<file path="src/rtl/ddi_pkg.sv">
// Behaviour
// - fast page cycles in every memory organisation
// - 32-bit path from 64Kx16 DRAMs
// - 16-bit path from 256Kx4 or 256Kx16
// - 32-bit path from 256Kx4 or 256Kx16
// - page timing for draw, cursor, host, display
// - font fetches selectable page or non-page
// - CAS-before-RAS refresh of display memory
// - sequencing from memory clock, 60-100 ns DRAMs
// - host writes buffered without wait states
// - memory data pins sampled into strap register
// - strap bit 2 picks AT or channel bus
// - strap bit 11 picks local bus or the bit-2 AT/channel bus
// - other strap bits readable or clock control
// - memory clock times DRAM, video clocks video
// - video clocks b and c programmable outputs
// - memory clock selectable for video timing
// - muxed pins follow bus chosen at reset
// - strobe strap picks per-byte WE or CAS
// - upper row strobe for second megabyte only
package ddi_pkg;
	localparam int CLK_PERIOD_NS = 100;
	localparam int REFRESH_NS = 15600;
	localparam int REFRESH_CYC = REFRESH_NS / CLK_PERIOD_NS;
	localparam int PRECHARGE_NS = 60;
	localparam int PRECHARGE_CYC =
		(PRECHARGE_NS + CLK_PERIOD_NS - 1) / CLK_PERIOD_NS;
	localparam logic [7:0] REF_LAST = 8'(REFRESH_CYC - 1);
	localparam logic [1:0] PRE_LAST = 2'(PRECHARGE_CYC - 1);

	localparam int AXI_AW = 8;
	localparam logic [7:0] ADDR_CTRL = 8'h00;
	localparam logic [7:0] ADDR_STRAP = 8'h04;
	localparam logic [7:0] ADDR_STATUS = 8'h08;
	localparam logic [1:0] RESP_OKAY = 2'h0;
	localparam logic [1:0] RESP_SLVERR = 2'h2;

	localparam int STRAP_BUS_FAMILY = 2;
	localparam int STRAP_VCLK_DIR = 3;
	localparam int STRAP_LOCAL = 11;
	localparam int STRAP_STROBE = 17;

	localparam int NSRC = 5;
	localparam logic [2:0] SRC_DISP = 3'h0;
	localparam logic [2:0] SRC_CURSOR = 3'h1;
	localparam logic [2:0] SRC_DRAW = 3'h2;
	localparam logic [2:0] SRC_HOST = 3'h3;
	localparam logic [2:0] SRC_FONT = 3'h4;

	typedef enum logic [1:0] {
		ORG_W32_64K = 2'h0,
		ORG_W16_256K = 2'h1,
		ORG_W32_256K = 2'h2
	} ddi_org_t;

	typedef enum logic [1:0] {
		BUS_AT = 2'h0,
		BUS_CHANNEL = 2'h1,
		BUS_LOCAL = 2'h2
	} ddi_bus_t;

	localparam logic [1:0] VSEL_MCLK = 2'h3;

	typedef enum logic [2:0] {
		ST_IDLE = 3'h0,
		ST_ROW = 3'h1,
		ST_COL = 3'h3,
		ST_PAGE = 3'h2,
		ST_PRE = 3'h6,
		ST_RFC = 3'h4,
		ST_RFR = 3'h5,
		ST_RFE = 3'h7
	} ddi_state_t;

	typedef struct packed {
		logic ref_en;
		logic vclk_c_val;
		logic vclk_b_val;
		logic mclk_video;
		logic [1:0] vsel;
		logic font_page;
		logic two_meg;
		logic [1:0] org;
	} ddi_ctrl_t;
	localparam ddi_ctrl_t CTRL_RESET = 10'h208;

	typedef struct packed {
		logic valid;
		logic write;
		logic [18:0] addr;
		logic [3:0] be;
		logic [31:0] data;
	} ddi_req_t;

	typedef struct packed {
		logic bank;
		logic [8:0] row;
		logic [8:0] col;
	} ddi_split_t;

	typedef struct packed {
		logic ras_n;
		logic ras_up_n;
		logic [3:1] lane_n;
		logic we0_n;
		logic cas0_n;
		logic oe_n;
		logic [8:0] ma;
		logic [31:0] data;
		logic data_oe_n;
	} ddi_dram_t;
	localparam ddi_dram_t DRAM_IDLE = '{ras_n: 1'b1, ras_up_n: 1'b1,
		lane_n: 3'h7, we0_n: 1'b1, cas0_n: 1'b1, oe_n: 1'b1,
		ma: 9'h000, data: 32'h0000_0000, data_oe_n: 1'b1};
endpackage : ddi_pkg

</file>
<file path="src/rtl/ddi_display_dram.sv">
// Register access over AXI4-Lite and the placing of the registers were left to the implementer.
`timescale 1ns/1ps
module ddi_display_dram import ddi_pkg::*; (
	input logic ref_clk_i,
	input logic reset_i,
	input logic [AXI_AW-1:0] s_axi_awaddr,
	input logic s_axi_awvalid,
	output logic s_axi_awready,
	input logic [31:0] s_axi_wdata,
	input logic [3:0] s_axi_wstrb,
	input logic s_axi_wvalid,
	output logic s_axi_wready,
	output logic [1:0] s_axi_bresp,
	output logic s_axi_bvalid,
	input logic s_axi_bready,
	input logic [AXI_AW-1:0] s_axi_araddr,
	input logic s_axi_arvalid,
	output logic s_axi_arready,
	output logic [31:0] s_axi_rdata,
	output logic [1:0] s_axi_rresp,
	output logic s_axi_rvalid,
	input logic s_axi_rready,
	input ddi_req_t [3:0] client_req_i,
	output logic [3:0] client_ack_o,
	input ddi_req_t host_req_i,
	output logic host_ready_o,
	output logic rdata_valid_o,
	output logic [31:0] rdata_o,
	output logic row_strobe_n_o,
	output logic upper_bank_row_strobe_n_o,
	output logic [3:1] lane_strobe_n_o,
	output logic we0_n_o,
	output logic cas0_n_o,
	output logic oe_n_o,
	output logic [8:0] ma_o,
	input logic [31:0] display_memory_data_i,
	output logic [31:0] display_memory_data_o,
	output logic display_memory_data_oe_n_o,
	input logic video_clock_a_i,
	input logic video_clock_b_i,
	input logic video_clock_c_i,
	output logic video_clock_b_o,
	output logic video_clock_b_oe_n_o,
	output logic video_clock_c_o,
	output logic video_clock_c_oe_n_o,
	output logic [1:0] video_clock_sel_o,
	output ddi_bus_t bus_mode_o
);
	function automatic ddi_split_t split(input logic [18:0] a,
		input logic [1:0] org, input logic two_meg);
		ddi_split_t s;
		s = '0;
		case (org)
			ORG_W16_256K: begin
				s.row = a[17:9];
				s.col = a[8:0];
			end
			ORG_W32_256K: begin
				s.row = a[17:9];
				s.col = a[8:0];
				s.bank = two_meg & a[18];
			end
			default: begin
				s.row = {a[16], a[15:8]};
				s.col = {1'b0, a[7:0]};
			end
		endcase
		return s;
	endfunction : split

	function automatic ddi_dram_t column(input ddi_dram_t d,
		input ddi_req_t r, input ddi_split_t s, input logic [1:0] org,
		input logic style);
		ddi_dram_t o;
		logic [3:0] m;
		o = d;
		m = (org == ORG_W16_256K) ? {2'b00, r.be[1:0]} : r.be;
		if (!r.write) begin
			m = (org == ORG_W16_256K) ? 4'h3 : 4'hF;
		end
		o.ma = s.col;
		o.oe_n = r.write;
		o.data = r.data;
		o.data_oe_n = ~r.write;
		if (style) begin
			o.lane_n = r.write ? ~m[3:1] : 3'h7;
			o.we0_n = ~(r.write & m[0]);
			o.cas0_n = 1'b0;
		end else begin
			o.lane_n = ~m[3:1];
			o.cas0_n = ~m[0];
			o.we0_n = ~r.write;
		end
		return o;
	endfunction : column

	function automatic logic [3:0] pick(input ddi_req_t [NSRC-1:0] r);
		logic [3:0] p;
		p = '0;
		for (int i = NSRC - 1; i >= 0; i--) begin
			if (r[i].valid) begin
				p = {1'b1, 3'(i)};
			end
		end
		return p;
	endfunction : pick

	logic [34:0] s1_reg, s2_reg, s3_reg, filt_reg, filt_next;
	logic [31:0] strap_reg, strap_next;
	ddi_ctrl_t ctrl_reg, ctrl_next;
	ddi_state_t st_reg, st_next;
	ddi_req_t cur_reg, cur_next, hbuf_reg, hbuf_next;
	ddi_split_t sp_reg, sp_next, psp;
	logic [2:0] src_reg, src_next;
	ddi_dram_t dram_reg, dram_next;
	logic [1:0] wait_reg, wait_next;
	logic [7:0] ref_cnt_reg, ref_cnt_next;
	logic ref_pend_reg, ref_pend_next, ref_clr;
	logic [31:0] rdata_reg, rdata_next;
	logic rvld_reg, rvld_next;
	ddi_req_t [NSRC-1:0] reqs;
	logic [3:0] pk;
	logic [NSRC-1:0] ack;
	logic style;
	logic aw_ok_reg, aw_ok_next, w_ok_reg, w_ok_next;
	logic [7:0] awa_reg, awa_next;
	logic [31:0] wd_reg, wd_next;
	logic [3:0] ws_reg, ws_next;
	logic bv_reg, bv_next, rv_reg, rv_next;
	logic [1:0] br_reg, br_next, rr_reg, rr_next;
	logic [31:0] rd_reg, rd_next;

	// pin sampling and strap capture
	always_comb begin
		filt_next = (~(s2_reg ^ s3_reg) & s3_reg)
			| ((s2_reg ^ s3_reg) & filt_reg);
		strap_next = reset_i ? filt_reg[31:0] : strap_reg;
	end
	always_ff @(posedge ref_clk_i) begin
		s1_reg <= {video_clock_c_i, video_clock_b_i, video_clock_a_i,
			display_memory_data_i};
		s2_reg <= s1_reg;
		s3_reg <= s2_reg;
		filt_reg <= filt_next;
		strap_reg <= strap_next;
	end

	assign style = strap_reg[STRAP_STROBE];
	assign reqs = {client_req_i[3], hbuf_reg, client_req_i[2:0]};
	assign pk = pick(reqs);
	assign psp = split(reqs[pk[2:0]].addr, ctrl_reg.org, ctrl_reg.two_meg);
	assign ack = (st_reg == ST_COL) ? NSRC'(5'h01 << src_reg) : '0;
	assign client_ack_o = {ack[SRC_FONT], ack[SRC_DRAW], ack[SRC_CURSOR],
		ack[SRC_DISP]};

	// access sequencer, one column per request
	always_comb begin
		st_next = st_reg;
		cur_next = cur_reg;
		src_next = src_reg;
		sp_next = sp_reg;
		dram_next = dram_reg;
		wait_next = wait_reg;
		rdata_next = rdata_reg;
		rvld_next = 1'b0;
		ref_clr = 1'b0;
		case (st_reg)
			ST_IDLE: begin
				if (ref_pend_reg) begin
					ref_clr = 1'b1;
					dram_next = DRAM_IDLE;
					dram_next.cas0_n = 1'b0;
					dram_next.lane_n = style ? 3'h7 : 3'h0;
					st_next = ST_RFC;
				end else if (pk[3]) begin
					cur_next = reqs[pk[2:0]];
					src_next = pk[2:0];
					sp_next = psp;
					dram_next.ma = psp.row;
					dram_next.ras_n = psp.bank;
					dram_next.ras_up_n = ~psp.bank;
					st_next = ST_ROW;
				end
			end
			ST_ROW: begin
				dram_next = column(dram_reg, cur_reg, sp_reg, ctrl_reg.org,
					style);
				st_next = ST_COL;
			end
			ST_COL: begin
				if (!cur_reg.write) begin
					rdata_next = display_memory_data_i;
					rvld_next = 1'b1;
				end
				dram_next = DRAM_IDLE;
				dram_next.ras_n = dram_reg.ras_n;
				dram_next.ras_up_n = dram_reg.ras_up_n;
				dram_next.ma = dram_reg.ma;
				st_next = ST_PAGE;
			end
			ST_PAGE: begin
				if (!ref_pend_reg && pk[3] && psp.bank == sp_reg.bank
					&& psp.row == sp_reg.row
					&& ((src_reg != SRC_FONT && pk[2:0] != SRC_FONT)
					|| ctrl_reg.font_page)) begin
					cur_next = reqs[pk[2:0]];
					src_next = pk[2:0];
					sp_next = psp;
					dram_next = column(dram_reg, reqs[pk[2:0]], psp,
						ctrl_reg.org, style);
					st_next = ST_COL;
				end else begin
					dram_next = DRAM_IDLE;
					wait_next = PRE_LAST;
					st_next = ST_PRE;
				end
			end
			ST_PRE: begin
				if (wait_reg == 2'h0) begin
					st_next = ST_IDLE;
				end else begin
					wait_next = wait_reg - 2'h1;
				end
			end
			ST_RFC: begin
				dram_next.ras_n = 1'b0;
				dram_next.ras_up_n = ~ctrl_reg.two_meg;
				st_next = ST_RFR;
			end
			ST_RFR: begin
				dram_next = DRAM_IDLE;
				st_next = ST_RFE;
			end
			ST_RFE: begin
				st_next = ST_IDLE;
			end
			default: begin
				dram_next = DRAM_IDLE;
				st_next = ST_IDLE;
			end
		endcase
	end
	always_ff @(posedge ref_clk_i) begin
		if (reset_i) begin
			st_reg <= ST_IDLE;
			cur_reg <= '0;
			src_reg <= SRC_DISP;
			sp_reg <= '0;
			dram_reg <= DRAM_IDLE;
			wait_reg <= 2'h0;
			rdata_reg <= 32'h0000_0000;
			rvld_reg <= 1'b0;
		end else begin
			st_reg <= st_next;
			cur_reg <= cur_next;
			src_reg <= src_next;
			sp_reg <= sp_next;
			dram_reg <= dram_next;
			wait_reg <= wait_next;
			rdata_reg <= rdata_next;
			rvld_reg <= rvld_next;
		end
	end

	// refresh timer and host write buffer
	always_comb begin
		ref_cnt_next = (ref_cnt_reg == REF_LAST) ? 8'h00
			: ref_cnt_reg + 8'h01;
		ref_pend_next = ((ref_cnt_reg == REF_LAST) & ctrl_reg.ref_en)
			| (ref_pend_reg & ~ref_clr);
		hbuf_next = hbuf_reg;
		if (ack[SRC_HOST]) begin
			hbuf_next.valid = 1'b0;
		end
		if (host_req_i.valid && !hbuf_reg.valid) begin
			hbuf_next = host_req_i;
		end
	end
	always_ff @(posedge ref_clk_i) begin
		if (reset_i) begin
			ref_cnt_reg <= 8'h00;
			ref_pend_reg <= 1'b0;
			hbuf_reg <= '0;
		end else begin
			ref_cnt_reg <= ref_cnt_next;
			ref_pend_reg <= ref_pend_next;
			hbuf_reg <= hbuf_next;
		end
	end

	// register bus slave
	always_comb begin
		aw_ok_next = aw_ok_reg;
		w_ok_next = w_ok_reg;
		awa_next = awa_reg;
		wd_next = wd_reg;
		ws_next = ws_reg;
		bv_next = bv_reg;
		br_next = br_reg;
		ctrl_next = ctrl_reg;
		rv_next = rv_reg;
		rr_next = rr_reg;
		rd_next = rd_reg;
		if (s_axi_awvalid && s_axi_awready) begin
			aw_ok_next = 1'b1;
			awa_next = s_axi_awaddr;
		end
		if (s_axi_wvalid && s_axi_wready) begin
			w_ok_next = 1'b1;
			wd_next = s_axi_wdata;
			ws_next = s_axi_wstrb;
		end
		if (aw_ok_reg && w_ok_reg && !bv_reg) begin
			aw_ok_next = 1'b0;
			w_ok_next = 1'b0;
			bv_next = 1'b1;
			br_next = RESP_SLVERR;
			if (awa_reg == ADDR_CTRL) begin
				br_next = RESP_OKAY;
				if (ws_reg[0]) begin
					ctrl_next[7:0] = wd_reg[7:0];
				end
				if (ws_reg[1]) begin
					ctrl_next[9:8] = wd_reg[9:8];
				end
			end else if (awa_reg == ADDR_STRAP || awa_reg == ADDR_STATUS) begin
				br_next = RESP_OKAY;
			end
		end else if (bv_reg && s_axi_bready) begin
			bv_next = 1'b0;
		end
		if (s_axi_arvalid && !rv_reg) begin
			rv_next = 1'b1;
			rr_next = RESP_OKAY;
			case (s_axi_araddr)
				ADDR_CTRL: rd_next = {22'h0, ctrl_reg};
				ADDR_STRAP: rd_next = strap_reg;
				ADDR_STATUS: rd_next = {22'h0, hbuf_reg.valid,
					filt_reg[34:32], bus_mode_o, ref_pend_reg, st_reg};
				default: begin
					rd_next = 32'h0000_0000;
					rr_next = RESP_SLVERR;
				end
			endcase
		end else if (rv_reg && s_axi_rready) begin
			rv_next = 1'b0;
		end
	end
	always_ff @(posedge ref_clk_i) begin
		if (reset_i) begin
			aw_ok_reg <= 1'b0;
			w_ok_reg <= 1'b0;
			awa_reg <= 8'h00;
			wd_reg <= 32'h0000_0000;
			ws_reg <= 4'h0;
			bv_reg <= 1'b0;
			br_reg <= RESP_OKAY;
			ctrl_reg <= CTRL_RESET;
			rv_reg <= 1'b0;
			rr_reg <= RESP_OKAY;
			rd_reg <= 32'h0000_0000;
		end else begin
			aw_ok_reg <= aw_ok_next;
			w_ok_reg <= w_ok_next;
			awa_reg <= awa_next;
			wd_reg <= wd_next;
			ws_reg <= ws_next;
			bv_reg <= bv_next;
			br_reg <= br_next;
			ctrl_reg <= ctrl_next;
			rv_reg <= rv_next;
			rr_reg <= rr_next;
			rd_reg <= rd_next;
		end
	end

	assign s_axi_awready = !aw_ok_reg && !bv_reg;
	assign s_axi_wready = !w_ok_reg && !bv_reg;
	assign s_axi_bvalid = bv_reg;
	assign s_axi_bresp = br_reg;
	assign s_axi_arready = !rv_reg;
	assign s_axi_rvalid = rv_reg;
	assign s_axi_rresp = rr_reg;
	assign s_axi_rdata = rd_reg;

	assign host_ready_o = !hbuf_reg.valid;
	assign rdata_valid_o = rvld_reg;
	assign rdata_o = rdata_reg;
	assign row_strobe_n_o = dram_reg.ras_n;
	assign upper_bank_row_strobe_n_o = dram_reg.ras_up_n;
	assign lane_strobe_n_o = dram_reg.lane_n;
	assign we0_n_o = dram_reg.we0_n;
	assign cas0_n_o = dram_reg.cas0_n;
	assign oe_n_o = dram_reg.oe_n;
	assign ma_o = dram_reg.ma;
	assign display_memory_data_o = dram_reg.data;
	assign display_memory_data_oe_n_o = dram_reg.data_oe_n;

	// clock routing and bus selection
	assign video_clock_b_o = ctrl_reg.vclk_b_val;
	assign video_clock_c_o = ctrl_reg.vclk_c_val;
	assign video_clock_b_oe_n_o = strap_reg[STRAP_VCLK_DIR];
	assign video_clock_c_oe_n_o = strap_reg[STRAP_VCLK_DIR];
	assign video_clock_sel_o = ctrl_reg.mclk_video ? VSEL_MCLK
		: ctrl_reg.vsel;
	assign bus_mode_o = !strap_reg[STRAP_LOCAL] ? BUS_LOCAL
		: (strap_reg[STRAP_BUS_FAMILY] ? BUS_AT : BUS_CHANNEL);
endmodule : ddi_display_dram

</file>
<file path="config.mk">
export PLATFORM = sky130hd
export DESIGN_NAME = ddi_display_dram
export DESIGN_NICKNAME = d
export VERILOG_FILES = /design/src/rtl/ddi_pkg.sv /design/src/rtl/ddi_display_dram.sv
export SDC_FILE = /design/constraint.sdc
export NUM_CORES = 1
export LEC_CHECK = 0
export BUFFER_PORTS_ARGS = -buffer_cell sky130_fd_sc_hd__buf_2
export CAP_MARGIN = 25
export CORE_AREA = 2 2 202 204
export CTS_CLUSTER_SIZE = 20
export DETAILED_ROUTE_END_ITERATION = 7
export DIE_AREA = 0 0 204 206
export PLACE_DENSITY_LB_ADDON = 0.3
export RECOVER_POWER = 50
export SLEW_MARGIN = 20
export SYNTH_ARGS = -nofsm -noshare
export SYNTH_HDL_FRONTEND = slang
export SYNTH_SLANG_ARGS = --single-unit
</file>
<file path="constraint.sdc">
create_clock -name ref_clk_i -period 3.9 [get_ports ref_clk_i]
set_input_delay 0 -clock ref_clk_i [delete_from_list [all_inputs] [get_ports ref_clk_i]]
set_output_delay 0 -clock ref_clk_i [all_outputs]
set_load 0.005 [all_outputs]
</file>
==> metrics.txt <==
synthesized area=18200 µm²; Max Cap Violations=0; Die ar.=42000 µm²; layout net count=2810; fin cells=2999; clock-pin transition on the worst setup and hold timing paths=0.06 ns; total negative slack=0 ns; Ys Warns=0; I/O Pins=516; H-tree levels=2; first-pass iteration count of the detailed router=6; max reg flops=57; peak supply drop=499 µV; clock skew=0.0225 ns; crit-path max cell delay=0.42 ns; crit path launch type=flip-flop; Crit path required time=4.31 ns; part of the Yosys area used for sequential elements=53.6%; total clock sinks=453; Pwr Total=11.4 mW; CORE AREA=40200 µm²; Main synth FF type=dfxtp_1; port buffer count=489; CP Data Arrival Time=3.94 ns; drt initial violations=1204; Multi-input gate area=7810 µm²; worst-path cell chain=buf_4, nor4b_1, nor4_1, o22a_1, mux2_2, a2111oi_4, nand4_4, nor3_4, or2_2, buf_4, a211oi_1; crit end category=flip-flop; WL final=57500 µm; power per cell area=464 nW/µm²; vias in the first global route=16200; max-slew violations=0; CTS resizes=0; first-pass GRT wire length=86800 µm; Clock Latency Late Sink=0.59 ns; syn avg cell area=10.2 µm²; Layout area overhead=35.0%; Num CTS Buffers=45; Netlist cell types=64; clk root buf=clkbuf_16; DP Wirelength=37300 µm; cell accounting for the most synthesized area=dfxtp_1; fin util=61.1%; CTS tree=done; placed cells=2698; fillers=3290; synth top area cells=dfxtp_1 43%, edfxtp_1 11%, mux4_2 5.6%; critical path class=flip-flop to flip-flop; Hold Vio Cnt, Final=0; routed vias=16200; Max-slew headroom=32.3%; antenna violations before repair=7; DRC=0; Worst-Margin Slew=1.01 ns; Overflow after GRT=0; Hold Crit Class=primary input to flip-flop; Mapped Cells=1780; Initial Utilization=45.2%; share of the synthesized area in the top cell type=42.5%; RSZ-0062 raised after global routing=no; Die W=204 µm; setup ws final=0.368 ns; routed len/inst=19.2 µm; Post-synth EDFFs=67; layout cells sized above 1=23.5%; post-CTS setup buffers=0; fin crit share=90.6%; crit-path leading delay family=simple AND/OR/NAND/NOR gates; Reg2Reg Setup Slack=0.37 ns; GRT Util Overall=26.3%; CP max stage cell=a2111oi_4; most numerous cell in the Yosys netlist=dfxtp_1; Yosys reg bits=453; status=finished, final reports clean; Placer Congestion=0.897; Longest Clk Path Bufs=3; Async SR Flop Fraction=0%; Setup-failing EPs final=0; Antenna Violating Nets Remaining=0; Tmin final=3.53 ns; pre-CTS setup slack=0.426 ns; largest net degree at the start of global routing=139; FP Rows=74; Seq. cell area=9740 µm²; synth cell count leaders=386 x dfxtp_1, 264 x nand2_1, 170 x a21oi_1; Die Y=206 µm; Fmax achieved=283 MHz; Avg Vias per Cell=5.41; CP bufs+invs=2; most frequent CP cell=buf_4; P_leak=9.87 nW; Worst Path Max Fanout=18
path summary, 6_finish.rpt:
check                                               start                     endpoint  cells after the start
worst max-delay path            hbuf_reg[56]$_SDFFE_PP0P_     cur_reg[29]$_SDFFE_PP0P_                     11
worst min-delay path                      s_axi_araddr[5]  s_axi_rresp[1]$_SDFFE_PP0P_                      5
worst max register to register  hbuf_reg[56]$_SDFFE_PP0P_     cur_reg[29]$_SDFFE_PP0P_                     11
worst min register to register          s1_reg[1]$_DFF_P_            s2_reg[1]$_DFF_P_                      0
metrics by stage:
| stage | hold slack (ns) | area [µm²] |
|---|---|---|
| floorplan | 0.0277 | 18200 |
| global placement | 0.102 | 21000 |
| detailed placement | 0.105 | 21000 |
| CTS | 0.00172 | 24700 |
| global route | 0.0440 | 24500 |
| finish | 0.0438 | 24500 |
final cells by class:
| cell class | instances | area share, % |
|---|---|---|
| flip-flops and latches | 453 | 39.7 |
| multi-input cells | 1172 | 31.8 |
| repair buffers | 733 | 19.2 |
| clock buffers | 67 | 5.47 |
| well taps | 532 | 2.71 |
| clock inverters | 12 | 0.719 |
| inverters | 22 | 0.336 |
| diodes | 8 | 0.0816 |
cells by family (layout without fill, tap and decap cells):
logic type | count (synthesis) | in the layout | share of synthesized area (%)
AOI/OAI and AO/OA | 407 | 407 | 15.2
other | 1 | 10 | 0.0206
DFF | 453 | 453 | 53.6
adders and majority gates | 4 | 4 | 0.275
muxes | 113 | 113 | 9.33
and+or+nand+nor | 601 | 601 | 15.5
buffers and inverters | 156 | 834 | 3.84
xor gates and xnor gates | 45 | 45 | 2.17
power breakdown:
group / internal (mW) / switching [mW] / total, mW
sequential: 5.08 / 0.187 / 5.26
clock: 2.54 / 1.86 / 4.40
combinational: 0.792 / 0.938 / 1.73
layout by cell type (no fill, tap or decap), types with 5 or more instances in the layout:
| master | netlist | routed |
|---|---|---|
| and2_1 | 8 | 7 |
| o22ai_1 | 5 | 5 |
| buf_4 | 18 | 26 |
| inv_1 | 22 | 22 |
| nor2_1 | 113 | 112 |
| dfxtp_1 | 386 | 386 |
| a211oi_2 | 43 | 43 |
| or3b_2 | 7 | 7 |
| a221oi_1 | 12 | 12 |
| clkbuf_8 | 0 | 9 |
| mux4_2 | 45 | 45 |
| a22oi_1 | 61 | 61 |
| a31oi_1 | 10 | 10 |
| mux2i_1 | 66 | 66 |
| and3_1 | 12 | 12 |
| nor3_1 | 66 | 65 |
| nor2b_1 | 15 | 14 |
| clkbuf_1 | 96 | 141 |
| buf_2 | 12 | 356 |
| nand2_1 | 264 | 262 |
| or2_2 | 5 | 6 |
| a211oi_1 | 11 | 11 |
| nand3_1 | 12 | 12 |
| o21ai_0 | 42 | 42 |
| edfxtp_1 | 67 | 67 |
| nor4_1 | 11 | 11 |
| diode_2 | 0 | 8 |
| a21oi_1 | 170 | 168 |
| o21ai_1 | 12 | 11 |
| a311oi_1 | 5 | 5 |
| dlygate4sd3_1 | 0 | 214 |
| xnor2_1 | 42 | 42 |
| nand2b_1 | 47 | 47 |
| nor3b_1 | 20 | 19 |
| clkbuf_16 | 0 | 47 |
| o31ai_1 | 10 | 10 |
worst min-delay path: stages:
cell and delay, ns:
buf_2 0.07, nor4_1 0.04, nand2_1 0.11, a21oi_2 0.14, nor3_1 0.19
metal layers:
| layer | up-vias | wire [µm] | track usage [%] |
|---|---|---|---|
| met3 | 176 | 4220 | 6.12 |
| met4 | 2 | 3440 | 16.9 |
| met1 | 7719 | 22200 | 29.9 |
| li1 | 7630 | - | - |
| met5 | - | 18 | 0 |
| met2 | 704 | 27700 | 44.7 |
repair_timing:
| action | CTS | global route |
|---|---|---|
| hold endpoints to repair | 236 | 0 |
| hold buffers | 214 | 0 |
| setup endpoints to repair | 0 | 0 |
Note: power is estimated with default switching activity, not from simulation.
